**src/verilog/pmr_pkg.sv**
```systemverilog
// package of the monitor result and alert flag register bank
// assumes one clock domain for the bank; the link clock is sampled, not used as a clock
package pmr_pkg;

  // register offsets as seen by the serial register engine
  localparam logic [7:0] OFS_BUS    = 8'h05;
  localparam logic [7:0] OFS_TEMP   = 8'h06;
  localparam logic [7:0] OFS_CURR   = 8'h07;
  localparam logic [7:0] OFS_POWER  = 8'h08;
  localparam logic [7:0] OFS_ENERGY = 8'h09;
  localparam logic [7:0] OFS_CHARGE = 8'h0A;
  localparam logic [7:0] OFS_DIAG   = 8'h0B;

  // widths
  localparam int ADDR_W  = 8;
  localparam int BUS_W   = 20;
  localparam int TEMP_W  = 16;
  localparam int CURR_W  = 20;
  localparam int POWER_W = 24;
  localparam int ACC_W   = 40;
  localparam int DIAG_W  = 16;
  localparam int LIM_W   = 16;
  localparam int BLIM_W  = 15;
  localparam int RD_W    = 40;
  localparam int PAD_W   = 4;
  localparam int AVG_W   = 3;

  // diagnostic register fields
  localparam int B_HOLD   = 15;
  localparam int B_CNVEN  = 14;
  localparam int B_AVGSEL = 13;
  localparam int B_POL    = 12;
  localparam int B_EOVF   = 11;
  localparam int B_COVF   = 10;
  localparam int B_MOVF   = 9;
  localparam int B_RSV    = 8;
  localparam int B_LIM_LO = 2;
  localparam int B_CONV   = 1;
  localparam int B_TRIM   = 0;
  localparam int N_LIM    = 6;

  // limit flag index, bit = B_LIM_LO + index
  localparam int LIM_POWER = 0;
  localparam int LIM_BUSUV = 1;
  localparam int LIM_BUSOV = 2;
  localparam int LIM_UNDC  = 3;
  localparam int LIM_OVRC  = 4;
  localparam int LIM_TEMP  = 5;

  // reset values
  localparam logic [DIAG_W-1:0] DIAG_RESET = 16'h0001;
  localparam logic [AVG_W-1:0]  AVG_NONE   = 3'h0;

  // result bits that line up with a limit register lsb
  localparam int CURR_CMP_LSB  = 4;
  localparam int BUS_CMP_LSB   = 4;
  localparam int POWER_CMP_LSB = 8;

endpackage

```
**src/verilog/pmr_cmp_if.sv**
```systemverilog
// interface carrying results and limits to the limit comparator and conditions back
// assumes all members are driven in the bank's clock domain
interface pmr_cmp_if;
  logic signed [pmr_pkg::TEMP_W-1:0] temp;
  logic signed [pmr_pkg::LIM_W-1:0]  curr;
  logic        [pmr_pkg::LIM_W-1:0]  bus;
  logic        [pmr_pkg::LIM_W-1:0]  power;
  logic signed [pmr_pkg::LIM_W-1:0]  temp_lim;
  logic signed [pmr_pkg::LIM_W-1:0]  over_curr_lim;
  logic signed [pmr_pkg::LIM_W-1:0]  under_curr_lim;
  logic        [pmr_pkg::LIM_W-1:0]  bus_over_lim;
  logic        [pmr_pkg::LIM_W-1:0]  bus_under_lim;
  logic        [pmr_pkg::LIM_W-1:0]  power_lim;
  logic        [pmr_pkg::N_LIM-1:0]  cond;

  modport bank (output temp, curr, bus, power, temp_lim, over_curr_lim, under_curr_lim,
                output bus_over_lim, bus_under_lim, power_lim, input cond);
  modport cmp  (input temp, curr, bus, power, temp_lim, over_curr_lim, under_curr_lim,
                input bus_over_lim, bus_under_lim, power_lim, output cond);
endinterface

```
**src/verilog/pmr_limit_cmp.sv**
```systemverilog
// limit comparator: one condition per limit flag, purely combinational
// assumes results were already scaled to the limit registers' lsb
module pmr_limit_cmp (
  pmr_cmp_if.cmp c
);
  always_comb begin
    c.cond                     = '0;
    c.cond[pmr_pkg::LIM_TEMP]  = c.temp > c.temp_lim;
    c.cond[pmr_pkg::LIM_OVRC]  = c.curr > c.over_curr_lim;
    c.cond[pmr_pkg::LIM_UNDC]  = c.curr < c.under_curr_lim;
    c.cond[pmr_pkg::LIM_BUSOV] = c.bus > c.bus_over_lim;
    c.cond[pmr_pkg::LIM_BUSUV] = c.bus < c.bus_under_lim;
    c.cond[pmr_pkg::LIM_POWER] = c.power > c.power_lim;
  end
endmodule

```
**src/verilog/pmr_link_edge.sv**
```systemverilog
// two-flop synchroniser for the serial link clock with a falling edge pulse
// assumes the link clock is far slower than clk_i
module pmr_link_edge (
  input  wire logic clk_i,
  input  wire logic sys_rst_i,
  input  wire logic ce_i,
  input  wire logic link_clk_i,
  output logic      fall_o
);
  logic meta;
  logic sync;
  logic prev;

  always_ff @(posedge clk_i) begin
    if (sys_rst_i) begin
      meta <= 1'b0;
      sync <= 1'b0;
      prev <= 1'b0;
    end else if (ce_i) begin
      meta <= link_clk_i;
      sync <= meta;
      prev <= sync;
    end
  end

  assign fall_o = prev & ~sync;
endmodule

```
**src/verilog/pmr_bank.sv**
```systemverilog
// result registers and diagnostic / alert flags of the power monitor
// assumes converter, accumulator and limit inputs are on clk_i; the serial
// engine presents one-cycle read and write strobes on clk_i
//
// Behaviour
// - bus voltage: 20-bit field at 23:4, never negative, low nibble zero
// - die temperature: 16-bit two's complement at 15:0
// - current: signed 20-bit field at 23:4, low nibble zero
// - power: 24-bit unsigned at 23:0
// - energy: 40-bit unsigned at 39:0
// - charge: 40-bit two's complement at 39:0
// - hold mode off: pin and flags return idle once the fault is gone
// - hold mode on: pin and flags stay active until the flags register is read
// - conversion-ready enable routes the conversion-done flag to the pin
// - compare select: raw samples or only completed averages
// - polarity bit: 0 active-low open-drain, 1 active-high open-drain
// - energy overflow flag sticks until an accumulator clear
// - charge overflow flag sticks until an accumulator clear
// - arithmetic overflow flag clears on triggered conversion or accumulator clear
// - over-temperature flag; read clears it in hold mode
// - over- and under-current flags; read clears them in hold mode
// - bus over- and under-voltage flags; read clears them in hold mode
// - power over-limit flag; read clears it in hold mode
// - conversion-done flag; triggered start clears it in either mode, read clears it in hold mode
// - checksum status resets to one, drops on trim checksum error
// - bit 8 of the flags register always reads zero
// - with averaging, result registers load only when averaging completes
// - temperature limit compares directly against die temperature
module pmr_bank (
  // clock, reset, enable
  input  wire logic                          clk_i,
  input  wire logic                          sys_rst_i,
  input  wire logic                          ce_i,
  // register access from the serial engine
  input  wire logic [pmr_pkg::ADDR_W-1:0]    reg_addr_i,
  input  wire logic                          reg_rd_i,
  input  wire logic                          reg_wr_i,
  input  wire logic [pmr_pkg::DIAG_W-1:0]    reg_wdata_i,
  output logic      [pmr_pkg::RD_W-1:0]      reg_rdata_o,
  output logic                               reg_rvalid_o,
  // serial link clock pin
  input  wire logic                          link_clk_i,
  // converter results
  input  wire logic                          sample_valid_i,
  input  wire logic                          avg_done_i,
  input  wire logic [pmr_pkg::AVG_W-1:0]     averaging_count_i,
  input  wire logic [pmr_pkg::BUS_W-1:0]     result_bus_i,
  input  wire logic [pmr_pkg::TEMP_W-1:0]    result_temp_i,
  input  wire logic [pmr_pkg::CURR_W-1:0]    result_curr_i,
  input  wire logic [pmr_pkg::POWER_W-1:0]   result_power_i,
  // accumulators and health events
  input  wire logic                          accum_update_i,
  input  wire logic [pmr_pkg::ACC_W-1:0]     energy_i,
  input  wire logic [pmr_pkg::ACC_W-1:0]     charge_i,
  input  wire logic                          energy_wrap_i,
  input  wire logic                          charge_wrap_i,
  input  wire logic                          math_ovf_i,
  input  wire logic                          accumulator_clear_i,
  input  wire logic                          trig_conv_start_i,
  input  wire logic                          checksum_err_i,
  // limit thresholds
  input  wire logic [pmr_pkg::LIM_W-1:0]     temp_lim_i,
  input  wire logic [pmr_pkg::LIM_W-1:0]     over_curr_lim_i,
  input  wire logic [pmr_pkg::LIM_W-1:0]     under_curr_lim_i,
  input  wire logic [pmr_pkg::BLIM_W-1:0]    bus_over_lim_i,
  input  wire logic [pmr_pkg::BLIM_W-1:0]    bus_under_lim_i,
  input  wire logic [pmr_pkg::LIM_W-1:0]     power_lim_i,
  // open-drain alert pin
  output logic                               alert_pin_o,
  output logic                               alert_pin_oe_o
);

  ////////////////////////////////////////////////////////////////////////////
  // result registers
  logic [pmr_pkg::BUS_W-1:0]   bus_voltage_result;
  logic [pmr_pkg::TEMP_W-1:0]  die_heat_result;
  logic [pmr_pkg::CURR_W-1:0]  current_result;
  logic [pmr_pkg::POWER_W-1:0] power_result;
  logic [pmr_pkg::ACC_W-1:0]   energy_accumulator;
  logic [pmr_pkg::ACC_W-1:0]   charge_accumulator;
  logic                        load_evt;

  // without averaging every sample is final
  assign load_evt = avg_done_i | (sample_valid_i & (averaging_count_i == pmr_pkg::AVG_NONE));

  always_ff @(posedge clk_i) begin
    if (sys_rst_i) begin
      bus_voltage_result <= '0;
      die_heat_result    <= '0;
      current_result     <= '0;
      power_result       <= '0;
    end else if (ce_i && load_evt) begin
      bus_voltage_result <= result_bus_i;
      die_heat_result    <= result_temp_i;
      current_result     <= result_curr_i;
      power_result       <= result_power_i;
    end
  end

  always_ff @(posedge clk_i) begin
    if (sys_rst_i) begin
      energy_accumulator <= '0;
      charge_accumulator <= '0;
    end else if (ce_i && accumulator_clear_i) begin
      energy_accumulator <= '0;
      charge_accumulator <= '0;
    end else if (ce_i && accum_update_i) begin
      energy_accumulator <= energy_i;
      charge_accumulator <= charge_i;
    end
  end

  ////////////////////////////////////////////////////////////////////////////
  // limit comparison
  pmr_cmp_if cmp_bus ();
  logic cmp_evt;

  assign cmp_bus.temp           = result_temp_i;
  assign cmp_bus.curr           = result_curr_i[pmr_pkg::CURR_CMP_LSB +: pmr_pkg::LIM_W];
  assign cmp_bus.bus            = result_bus_i[pmr_pkg::BUS_CMP_LSB +: pmr_pkg::LIM_W];
  assign cmp_bus.power          = result_power_i[pmr_pkg::POWER_CMP_LSB +: pmr_pkg::LIM_W];
  assign cmp_bus.temp_lim       = temp_lim_i;
  assign cmp_bus.over_curr_lim  = over_curr_lim_i;
  assign cmp_bus.under_curr_lim = under_curr_lim_i;
  assign cmp_bus.bus_over_lim   = {1'b0, bus_over_lim_i};
  assign cmp_bus.bus_under_lim  = {1'b0, bus_under_lim_i};
  assign cmp_bus.power_lim      = power_lim_i;

  pmr_limit_cmp u_cmp (
    .c (cmp_bus.cmp)
  );

  ////////////////////////////////////////////////////////////////////////////
  // control bits, host writable
  logic alert_hold_mode;
  logic conv_ready_alert_en;
  logic averaged_compare_sel;
  logic alert_polarity;
  logic wr_diag;
  logic rd_diag;

  assign wr_diag = reg_wr_i & (reg_addr_i == pmr_pkg::OFS_DIAG);
  assign rd_diag = reg_rd_i & (reg_addr_i == pmr_pkg::OFS_DIAG);
  assign cmp_evt = averaged_compare_sel ? load_evt : sample_valid_i;

  // only the four control bits take write data
  always_ff @(posedge clk_i) begin
    if (sys_rst_i) begin
      alert_hold_mode      <= pmr_pkg::DIAG_RESET[pmr_pkg::B_HOLD];
      conv_ready_alert_en  <= pmr_pkg::DIAG_RESET[pmr_pkg::B_CNVEN];
      averaged_compare_sel <= pmr_pkg::DIAG_RESET[pmr_pkg::B_AVGSEL];
      alert_polarity       <= pmr_pkg::DIAG_RESET[pmr_pkg::B_POL];
    end else if (ce_i && wr_diag) begin
      alert_hold_mode      <= reg_wdata_i[pmr_pkg::B_HOLD];
      conv_ready_alert_en  <= reg_wdata_i[pmr_pkg::B_CNVEN];
      averaged_compare_sel <= reg_wdata_i[pmr_pkg::B_AVGSEL];
      alert_polarity       <= reg_wdata_i[pmr_pkg::B_POL];
    end
  end

  ////////////////////////////////////////////////////////////////////////////
  // deferred read-clear, fired by the link clock falling edge after capture
  logic                      link_fall;
  logic                      clr_pend;
  logic                      clr_fire;
  logic [pmr_pkg::N_LIM-1:0] clr_lim_mask;
  logic                      clr_conv_mask;
  logic [pmr_pkg::N_LIM-1:0] limit_flag;
  logic                      conv_done_flag;

  pmr_link_edge u_link (
    .clk_i      (clk_i),
    .sys_rst_i  (sys_rst_i),
    .ce_i       (ce_i),
    .link_clk_i (link_clk_i),
    .fall_o     (link_fall)
  );

  assign clr_fire = clr_pend & link_fall & ~rd_diag;

  // masks hold only what the host saw, so later events survive the clear
  always_ff @(posedge clk_i) begin
    if (sys_rst_i) begin
      clr_pend      <= 1'b0;
      clr_lim_mask  <= '0;
      clr_conv_mask <= 1'b0;
    end else if (ce_i) begin
      if (rd_diag) begin
        clr_pend      <= 1'b1;
        clr_lim_mask  <= clr_pend ? (clr_lim_mask | limit_flag) : limit_flag;
        clr_conv_mask <= conv_done_flag | (clr_pend & clr_conv_mask);
      end else if (clr_fire) begin
        clr_pend      <= 1'b0;
        clr_lim_mask  <= '0;
        clr_conv_mask <= 1'b0;
      end
    end
  end

  ////////////////////////////////////////////////////////////////////////////
  // limit flags: transparent follows each compare, hold mode is sticky
  genvar gi;
  generate
    for (gi = 0; gi < pmr_pkg::N_LIM; gi = gi + 1) begin : g_lim
      always_ff @(posedge clk_i) begin
        if (sys_rst_i) begin
          limit_flag[gi] <= 1'b0;
        end else if (ce_i) begin
          if (!alert_hold_mode) begin
            if (cmp_evt) begin
              limit_flag[gi] <= cmp_bus.cond[gi];
            end
          end else if (cmp_evt && cmp_bus.cond[gi]) begin
            limit_flag[gi] <= 1'b1;
          end else if (clr_fire && clr_lim_mask[gi]) begin
            limit_flag[gi] <= 1'b0;
          end
        end
      end
    end
  endgenerate

  // conversion done: a new completion wins over any clear
  always_ff @(posedge clk_i) begin
    if (sys_rst_i) begin
      conv_done_flag <= pmr_pkg::DIAG_RESET[pmr_pkg::B_CONV];
    end else if (ce_i) begin
      if (load_evt) begin
        conv_done_flag <= 1'b1;
      end else if (trig_conv_start_i) begin
        conv_done_flag <= 1'b0;
      end else if (alert_hold_mode && clr_fire && clr_conv_mask) begin
        conv_done_flag <= 1'b0;
      end
    end
  end

  ////////////////////////////////////////////////////////////////////////////
  // health flags
  logic energy_overflow_flag;
  logic charge_overflow_flag;
  logic arith_overflow_flag;
  logic trim_checksum_ok;

  always_ff @(posedge clk_i) begin
    if (sys_rst_i) begin
      energy_overflow_flag <= pmr_pkg::DIAG_RESET[pmr_pkg::B_EOVF];
      charge_overflow_flag <= pmr_pkg::DIAG_RESET[pmr_pkg::B_COVF];
    end else if (ce_i) begin
      if (energy_wrap_i) begin
        energy_overflow_flag <= 1'b1;
      end else if (accumulator_clear_i) begin
        energy_overflow_flag <= 1'b0;
      end
      if (charge_wrap_i) begin
        charge_overflow_flag <= 1'b1;
      end else if (accumulator_clear_i) begin
        charge_overflow_flag <= 1'b0;
      end
    end
  end

  always_ff @(posedge clk_i) begin
    if (sys_rst_i) begin
      arith_overflow_flag <= pmr_pkg::DIAG_RESET[pmr_pkg::B_MOVF];
    end else if (ce_i) begin
      if (math_ovf_i) begin
        arith_overflow_flag <= 1'b1;
      end else if (trig_conv_start_i || accumulator_clear_i) begin
        arith_overflow_flag <= 1'b0;
      end
    end
  end

  // a checksum error is permanent until reset
  always_ff @(posedge clk_i) begin
    if (sys_rst_i) begin
      trim_checksum_ok <= pmr_pkg::DIAG_RESET[pmr_pkg::B_TRIM];
    end else if (ce_i && checksum_err_i) begin
      trim_checksum_ok <= 1'b0;
    end
  end

  ////////////////////////////////////////////////////////////////////////////
  // read path
  logic [pmr_pkg::DIAG_W-1:0] diag_view;
  logic [pmr_pkg::RD_W-1:0]   next_rdata;

  always_comb begin
    diag_view                                  = '0;
    diag_view[pmr_pkg::B_HOLD]                 = alert_hold_mode;
    diag_view[pmr_pkg::B_CNVEN]                = conv_ready_alert_en;
    diag_view[pmr_pkg::B_AVGSEL]               = averaged_compare_sel;
    diag_view[pmr_pkg::B_POL]                  = alert_polarity;
    diag_view[pmr_pkg::B_EOVF]                 = energy_overflow_flag;
    diag_view[pmr_pkg::B_COVF]                 = charge_overflow_flag;
    diag_view[pmr_pkg::B_MOVF]                 = arith_overflow_flag;
    diag_view[pmr_pkg::B_LIM_LO +: pmr_pkg::N_LIM] = limit_flag;
    diag_view[pmr_pkg::B_CONV]                 = conv_done_flag;
    diag_view[pmr_pkg::B_TRIM]                 = trim_checksum_ok;
  end

  always_comb begin
    next_rdata = '0;
    case (reg_addr_i)
      pmr_pkg::OFS_BUS:    next_rdata[pmr_pkg::PAD_W +: pmr_pkg::BUS_W]  = bus_voltage_result;
      pmr_pkg::OFS_TEMP:   next_rdata[pmr_pkg::TEMP_W-1:0]               = die_heat_result;
      pmr_pkg::OFS_CURR:   next_rdata[pmr_pkg::PAD_W +: pmr_pkg::CURR_W] = current_result;
      pmr_pkg::OFS_POWER:  next_rdata[pmr_pkg::POWER_W-1:0]              = power_result;
      pmr_pkg::OFS_ENERGY: next_rdata                                    = energy_accumulator;
      pmr_pkg::OFS_CHARGE: next_rdata                                    = charge_accumulator;
      pmr_pkg::OFS_DIAG:   next_rdata[pmr_pkg::DIAG_W-1:0]               = diag_view;
      default:             next_rdata = '0;
    endcase
  end

  always_ff @(posedge clk_i) begin
    if (sys_rst_i) begin
      reg_rdata_o  <= '0;
      reg_rvalid_o <= 1'b0;
    end else if (ce_i) begin
      reg_rvalid_o <= reg_rd_i;
      if (reg_rd_i) begin
        reg_rdata_o <= next_rdata;
      end
    end
  end

  ////////////////////////////////////////////////////////////////////////////
  // alert pin: open drain, only ever pulls low
  logic alert_active;

  assign alert_active = (|limit_flag) | (conv_ready_alert_en & conv_done_flag);

  always_ff @(posedge clk_i) begin
    if (sys_rst_i) begin
      alert_pin_o    <= 1'b0;
      alert_pin_oe_o <= 1'b0;
    end else if (ce_i) begin
      alert_pin_o    <= 1'b0;
      alert_pin_oe_o <= alert_polarity ? ~alert_active : alert_active;
    end
  end
endmodule

```
**config.mk**
```make
export PLATFORM = sky130hd
export DESIGN_NAME = pmr_bank
export DESIGN_NICKNAME = d
export VERILOG_FILES = /design/src/verilog/pmr_pkg.sv /design/src/verilog/pmr_cmp_if.sv /design/src/verilog/pmr_limit_cmp.sv /design/src/verilog/pmr_link_edge.sv /design/src/verilog/pmr_bank.sv
export SDC_FILE = /design/constraint.sdc
export NUM_CORES = 1
export LEC_CHECK = 0
export BUFFER_PORTS_ARGS = -buffer_cell sky130_fd_sc_hd__buf_2
export CAP_MARGIN = 20
export CORE_ASPECT_RATIO = 0.75
export CORE_MARGIN = 5
export CORE_UTILIZATION = 52
export CTS_CLUSTER_DIAMETER = 100
export DETAILED_ROUTE_END_ITERATION = 16
export PLACE_DENSITY = 0.8
export SETUP_SLACK_MARGIN = 0.02
export SLEW_MARGIN = 5
export SYNTH_ARGS = -nofsm -noshare
export SYNTH_HDL_FRONTEND = slang
export SYNTH_SLANG_ARGS = --single-unit
```
**constraint.sdc**
```tcl
create_clock -name clk_i -period 4.06 [get_ports clk_i]
set_clock_uncertainty 0.15 [all_clocks]
set_input_delay 1.218 -clock clk_i [delete_from_list [all_inputs] [get_ports clk_i]]
set_output_delay 1.218 -clock clk_i [all_outputs]
set_load 0.05 [all_outputs]
```
==> results of run 1 <==
==> kinds of logic after synthesis <==
family                   after synthesis  synth area share (%)
flip-flops                           228                  39.5
AO/OA/AOI/OAI                        386                  20.1
buffers and inverters                196                  6.61
multiplexers                          46                  4.21
other                                  1                0.0325
XOR/XNOR                               1                0.0759
AND/OR/NAND/NOR                      538                  19.4
adder cells (fa/ha/maj)               92                  9.97
==> area by class of cell <==
| class | count | share of cell area (%) |
|---|---|---|
| antenna | 4 | 0.0702 |
| clock buffer | 31 | 4.67 |
| sequential | 228 | 32.0 |
| inverter | 102 | 2.69 |
| timing repair buffer | 355 | 13.6 |
| tap | 294 | 2.58 |
| multi-input combinational | 1064 | 43.8 |
| clock inverter | 10 | 0.588 |
==> power groups by stage <==
stage	sequential [mW]	clock [mW]	combinational, mW
after floorplan	2.47	0	0.422
after global placement	2.44	0	0.787
after detailed placement	2.44	0	0.811
after CTS	2.39	2.11	0.817
after global routing	2.40	2.22	0.907
final	2.39	2.09	0.824
==> sequential cells by signal, indices dropped and copies added (netlist names), 6 cells and up <==
| register | count |
|---|---|
| energy_accumulator | 40 |
| die_heat_result | 16 |
| current_result | 20 |
| bus_voltage_result | 20 |
| charge_accumulator | 40 |
| diag_view | 6 |
| power_result | 24 |
| clr_lim_mask | 6 |
| reg_rdata_o | 40 |
==> cells in the final DEF, fill, tap and decap left out, types with 7 or more instances in the layout <==
| cell | n |
|---|---|
| nor2b_1 | 7 |
| mux2i_1 | 38 |
| inv_1 | 102 |
| nand2_1 | 370 |
| a221oi_1 | 18 |
| dfxtp_1 | 228 |
| a21o_1 | 7 |
| o211ai_1 | 7 |
| buf_4 | 24 |
| a21oi_1 | 215 |
| o22ai_1 | 7 |
| nand3_1 | 8 |
| o221ai_1 | 9 |
| buf_12 | 7 |
| o21ai_0 | 42 |
| nand4_1 | 14 |
| ha_1 | 92 |
| nor2_1 | 81 |
| buf_2 | 324 |
| a211oi_1 | 10 |
| clkbuf_16 | 23 |
| a22oi_1 | 28 |
| nor3_1 | 21 |
==> stage by stage <==
stage | instances | area (um^2) | hold WS [ns] | total power [mW]
global placement | 2043 | 13500 | 0.291 | 3.22
CTS | 2084 | 14200 | 0.304 | 5.32
global route | 2087 | 14300 | 0.317 | 5.53
floorplan | 1488 | 11500 | 0.273 | 2.90
detailed placement | 2043 | 13500 | 0.294 | 3.25
finish | 2088 | 14300 | 0.303 | 5.30
==> worst max-delay path by stage <==
| stage | start | to | slack, ns | cells past startpoint |
|---|---|---|---|---|
| floorplan | reg_addr_i[5] | clr_lim_mask[3] | 0.71 | 8 |
| detailed placement | reg_addr_i[5] | reg_rdata_o[17] | 0.36 | 7 |
| finish | reg_addr_i[5] | reg_rdata_o[17] | 0.79 | 7 |
| global placement | reg_addr_i[5] | reg_rdata_o[14] | 0.48 | 7 |
| global route | reg_addr_i[5] | reg_rdata_o[19] | 0.70 | 7 |
| CTS | reg_addr_i[5] | reg_rdata_o[17] | 0.88 | 7 |
==> layer usage <==
metal / wire length, um / up-vias / track usage [%]
met5: 147 / - / 0
met4: 1150 / 24 / 7.97
met3: 4330 / 102 / 8.13
met2: 17100 / 598 / 44.7
met1: 16200 / 5424 / 40.2
li1: - / 5684 / -
==> critical path, stage by stage <==
cell and delay (ns):
buf_2 0.10, or4_1 0.72, nor3b_4 0.47, nand2_1 0.44, o221ai_1 0.33, o21ai_0 0.14, nor2_1 0.12
==> metrics.cfg, run 1 <==
[status]
status=complete, no violations

[pwr]
p_sw_share_pct=27.1
seqPwrFrac_pct=45.1
clkPwrFrac_pct=39.3
combPwrFrac_pct=15.5
p_int_mw=3.87
leakagePower_nw=6.43
p_per_area_nw_per_um2=372
p_sw_mw=1.43
ir_worst_vdd_v=0.000315

[routing]
initialDrtViolationCount=1080
drtPass1Iterations=5
vias=11832
drcViolationCount=0
wl_per_cell_um=18.6
ant_nets=0
routed_wl_um=38900
viasPerCell=5.67

[synth]
syn_area_um2=11500
synth_cell_types=66
ys_dominant_reg_cell=dfxtp_1
synth_cells=1488
synth-seq-cells=228
syn_avg_cell_area_um2=7.76
ys_seq_area_share_pct=39.5
synth_warnings=0
synth_top_area_share_pct=39.5
ys_top_cells_by_area=dfxtp_1 (40%), nand2_1 (12%), ha_1 (10%)
synth-edff-count=0
synthArstFlopShare_pct=0
yosysMostFrequentCell=nand2_1
synth_nets=1876
netlist_top_cells_count=nand2_1 (372), dfxtp_1 (228), a21oi_1 (215)
synth_top_area_cell=dfxtp_1

[sta]
relSlewSlack_pct=47.0
max_freq_ghz=0.306
setup_viol=0
finalCritPeriodShare_pct=80.5
rsz0062_at_grt=false
finalSetupTns_ns=0
fin_crit_ns=3.27
layout_setup_ws_ns=0.793
timing_hold_violations_final=0
tightest_slew_ns=0.788
maxSlewViolCount=0

[place]
pre_cts_ws_ns=0.360
dp_hpwl_um=29700
portBuffers=325
gp_congestion=0.898

[global_route]
grt_max_degree=144
grt_pass1_wl_um=59900
grt_pass1_vias=11420
antenna_found_initial=16
grt_util_all_layers_pct=29.0
overflow=0

[floorplanning]
ioPinCount=339
die_y_um=139
fp.dieArea_um2=25300
rows=47
core_um2=21900
start_util_pct=52.6
die_w_um=182

[hold_path]
min_path_type=register to register
hp-start=power_result[17]
min_to=power_result[17]
min_path_cells=2

[critical_path]
reg2reg_from=diag_view[5]
worstReg2RegEnd=alert_pin_oe_o
worst_setup_path_start_kind=primary input
critPathCaptureType=register
crit_type=primary input to register
cp_data_arrival_time_ns=3.55
cp_max_fo=13
cp.required_ns=4.34
ff2ff_path_depth=5
r2r_slack_ns=1.91

[clock_network]
cts.sink_count=228
cts_setup_buffers=0
cts_tree=done
clockBufferDepth=3
root_buffer=clkbuf_16
insertion_delay_ns=0.51
path_clk_slew_ns=0.06
cts_buffers=23
holdBufCountCts=0
post_cts_resize_count=0
cts_htree_levels=1

[finish]
multiInputGateArea_um2=6240
nets=2162
fill_cells=1913
regArea_um2=4560
synthToLayoutAreaGrowth_pct=23.5
final_layout_size_suffix_gt1_share_pct=22.9
post-route-util_pct=65.0

[flow_run]
maxCapViolations=0

Power figures use the tool's default switching activity.
==> run 2: changes to the inputs <==
- ABC_AREA: default -> 1
- CORE_UTILIZATION: 52 -> 48
- PLACE_DENSITY: 0.8 -> 0.78
- clock period: 4.06 -> 2.65 ns (I/O delays scaled with it)
==> metrics.cfg, run 2 <==
[pwr]
leakagePower_nw=7.10
p_per_area_nw_per_um2=587
power_mw=8.61
ir_worst_vdd_v=0.000360

[clock_network]
root_buffer=clkbuf_16
path_clk_slew_ns=0.06
clockBufferDepth=3
cts_buffers=22
insertion_delay_ns=0.51
holdBufCountCts=0
cts.sink_count=228
cts_setup_buffers=0
cts_tree=done
cts_htree_levels=1
post_cts_resize_count=0

[sta]
max_freq_ghz=0.468
finalSetupTns_ns=0
timing_hold_violations_final=0
maxSlewViolCount=0
relSlewSlack_pct=41.9
finalCritPeriodShare_pct=80.6
fin_crit_ns=2.14
rsz0062_at_grt=false
tightest_slew_ns=0.849
setup_viol=0

[critical_path]
endpoint=reg_rdata_o[6]
slowest_delay_ns=0.39
cp_max_fo=2
cp_data_arrival_time_ns=1.19
r2r_slack_ns=0.68
worst_setup_path_start_kind=register
startpoint=reg_rdata_o[6]
cp_slowest_cell=dfxtp_1
critPathCaptureType=output port
worstReg2RegEnd=alert_pin_oe_o
crit_buf_inv=1
crit_type=register to output port
cp.required_ns=1.71
crit_cells=1
reg2reg_from=diag_view[4]
ff2ff_path_depth=6
cp_cell_sequence=buf_2
crit_family=flip-flops

[place]
postPlaceCellArea_um2=13800
dp_hpwl_um=30600
gp_congestion=0.898
portBuffers=325

[routing]
ant_nets=0
wl_per_cell_um=17.4
vias=12029
drtPass1Iterations=5
initialDrtViolationCount=1075
routed_wl_um=39400
viasPerCell=5.31
drcViolationCount=0

[floorplanning]
die_y_um=145
start_util_pct=48.8
fp.dieArea_um2=27600
rows=49
ioPinCount=339
die_w_um=190
core_um2=24000

[finish]
fill_cells=2184
final_cell_mix=buf_2 (325), inv_1 (287), dfxtp_1 (228)
synthToLayoutAreaGrowth_pct=25.5
nets=2299
multiInputGateArea_um2=5680
regArea_um2=4560
mostFrequentLayoutCell=buf_2
final_area_um2=14700
final_layout_size_suffix_gt1_share_pct=22.0
top_regs=charge_accumulator x40, energy_accumulator x40, reg_rdata_o x40
post-route-util_pct=61.3

[status]
status=complete, no violations

[global_route]
grt_pass1_wl_um=60500
overflow=0
grt_pass1_vias=11534
grt_max_degree=106
antenna_found_initial=16
grt_util_all_layers_pct=26.9

[synth]
yosysMostFrequentCell=inv_1
synth_nets=1996
ys_dominant_reg_cell=dfxtp_1
synthArstFlopShare_pct=0
syn_avg_cell_area_um2=7.27
synth_top_area_cell=dfxtp_1
syn_area_um2=11700
ys_top_cells_by_area=dfxtp_1 (39%), ha_1 (9.8%), inv_1 (9.2%)
synth-seq-cells=228
synth_top_area_share_pct=39.0
synth_cells=1608
synth_warnings=0
synth_cell_types=45
synth-edff-count=0
ys_seq_area_share_pct=39.0
netlist_top_cells_count=inv_1 (288), dfxtp_1 (228), nor2_1 (208)

[flow_run]
maxCapViolations=0

[hold_path]
min_path_type=register to register

run 2: logic make-up (layout without fill, tap and decap cells):
group	after synthesis	count (layout)	synth area share (%)
compound gates	444	444	22.7
xor+xnor	1	1	0.0749
fa+ha+maj	92	92	9.84
buf+inv	380	699	12.5
flops	228	228	39.0
other cells	1	9	0.0321
simple gates	462	462	15.8
run 2: cell type report:
type | instances | share of cell area, %
diodes | 8 | 0.136
clock buffers | 31 | 4.60
clock inverters | 9 | 1.16
inverters | 299 | 7.68
multi-input cells | 1000 | 38.7
flip-flops and latches | 228 | 31.1
well taps | 331 | 2.82
repair buffers | 360 | 13.8
run 2: per-stage QoR:
stage                     hold WS [ns]  setup WS [ns]  std cells
after global placement           0.285          0.133       2218
after CTS                        0.297          0.525       2258
after global routing             0.324          0.384       2266
after floorplan                  0.269          0.501       1608
final                            0.294          0.513       2266
after detailed placement         0.289         0.0782       2218
run 2: layer usage:
layer  global-route usage (%)  share of wire [%]
met5                        0               0.23
met4                     7.93                3.0
met3                     6.77                 10
met2                     43.1                 44
met1                     36.2                 43
run 2: how the worst min path moves through the flow:
stage | from | to | slack (ns) | cells after the start
4_1_cts | current_result[13] | current_result[13] | 0.30 | 2
5_1_grt | reg_rdata_o[10] | reg_rdata_o[10] | 0.32 | 2
3_5_place_dp | bus_voltage_result[4] | bus_voltage_result[4] | 0.29 | 2
3_3_place_gp | bus_voltage_result[4] | bus_voltage_result[4] | 0.28 | 2
2_1_floorplan | trim_checksum_ok | trim_checksum_ok | 0.27 | 2
6_report | current_result[13] | current_result[13] | 0.29 | 2
run 2: report_power, final:
| group | leakage [nW] | switching [mW] | internal [mW] |
|---|---|---|---|
| clock | 0.421 | 1.35 | 2.26 |
| sequential | 1.87 | 0.0796 | 3.62 |
| combinational | 4.81 | 0.802 | 0.501 |
==> run 3: changes to the inputs <==
- CORE_UTILIZATION: 48 -> 53
- PLACE_DENSITY: 0.78 -> 0.81
- clock period: 2.65 -> 2.1 ns (I/O delays scaled with it)
==> metrics.cfg, run 3 (synthesis gave the netlist of run 2 again) <==
[finish]
final_cell_mix=buf_2 (325), inv_1 (287), dfxtp_1 (228)
final_layout_size_suffix_gt1_share_pct=26.0
instances_no_fill=2336
mostFrequentLayoutCell=buf_2
synthToLayoutAreaGrowth_pct=31.6
nets=2407
top_regs=charge_accumulator x40, energy_accumulator x40, reg_rdata_o x40

[floorplanning]
fp.dieArea_um2=25200
rows=47
die_y_um=139
ioPinCount=339
die_w_um=182
start_util_pct=53.5
core_um2=21900

[pwr]
leakagePower_nw=7.58
clkPwrFrac_pct=39.8
p_sw_mw=2.87
p_per_area_nw_per_um2=697
power_mw=10.7
p_sw_share_pct=26.8
ir_worst_vdd_v=0.000530
combPwrFrac_pct=16.6
seqPwrFrac_pct=43.6
p_int_mw=7.85

[clock_network]
clockBufferDepth=3
cts_setup_buffers=0
path_clk_slew_ns=0.06
cts_buffers=23
cts_tree=done
root_buffer=clkbuf_16
post_cts_resize_count=0
holdBufCountCts=0
cts_htree_levels=1
insertion_delay_ns=0.52
cts.sink_count=228

[sta]
setup_viol=0
timing_hold_violations_final=0
tightest_slew_ns=0.583
rsz0062_at_grt=false
maxSlewViolCount=0
relSlewSlack_pct=60.1
max_freq_ghz=0.516
finalCritPeriodShare_pct=92.2
fin_crit_ns=1.94

[critical_path]
crit_family=flip-flops
worst_setup_path_start_kind=register
crit_type=register to output port
cp_cell_sequence=buf_2
slowest_delay_ns=0.36
cp_data_arrival_time_ns=1.16
critPathCaptureType=output port
cp_slowest_cell=dfxtp_1
cp.required_ns=1.32
crit_buf_inv=1
cp_max_fo=2

[routing]
routed_wl_um=39300
vias=12526
initialDrtViolationCount=1357
drtPass1Iterations=6
wl_per_cell_um=16.8
ant_nets=0
viasPerCell=5.36
drcViolationCount=0

[global_route]
overflow=0
grt_util_all_layers_pct=29.6
grt_pass1_vias=12213
antenna_found_initial=9
grt_pass1_wl_um=61500
grt_max_degree=60

[flow_run]
maxCapViolations=0

[status]
status=complete, no violations

[place]
dp_hpwl_um=30800
placed_cells=2288
portBuffers=325
gp_congestion=0.984

[hold_path]
min_path_type=primary input to register

-- run 3: power groups by stage --
stage	logic [mW]	registers, mW	clock network, mW
floorplan	0.861	4.84	0
global placement	1.69	4.75	0
detailed placement	1.76	4.76	0
CTS	1.77	4.67	4.27
global route	1.99	4.69	4.48
finish	1.78	4.67	4.27
-- run 3: final cells by class --
cell class | count | area, um^2
timing repair buffer | 467 | 2840
sequential | 228 | 4560
tap | 294 | 368
antenna | 6 | 15.0
clock inverter | 10 | 138
multi-input combinational | 1000 | 5680
clock buffer | 32 | 649
inverter | 299 | 1130
fill | 1746 | 6490
-- run 3: metrics by stage --
step	utilization [%]	cell area (um^2)	setup TNS [ns]	worst slack, ns	hold slack [ns]
after floorplan	-	11700	0	0.116	0.269
after global placement	66.7	14600	-4.42	-0.284	0.284
after detailed placement	66.7	14600	-6.79	-0.267	0.285
after CTS	70.3	15400	0	0.167	0.194
after global routing	70.3	15400	0	0.0700	0.213
final	70.3	15400	0	0.163	0.198
-- run 3: path summary, 6_finish.rpt --
path	from	end	depth (start not counted)	slack (ns)
max	reg_rdata_o[30]	reg_rdata_o[30]	1	0.16
min	link_clk_i	u_link.meta	3	0.20
max reg2reg	diag_view[5]	alert_pin_oe_o	7	0.20
min reg2reg	current_result[4]	current_result[4]	2	0.30
-- run 3: per-layer routing --
layer  GRT usage, %  vias up  part of all wire [%]
li1               -     6115                     -
met1           38.7     5699                    40
met2           48.7      592                    46
met3           7.29      110                    10
met4           8.49       10                   3.3
met5              0        -                  0.14
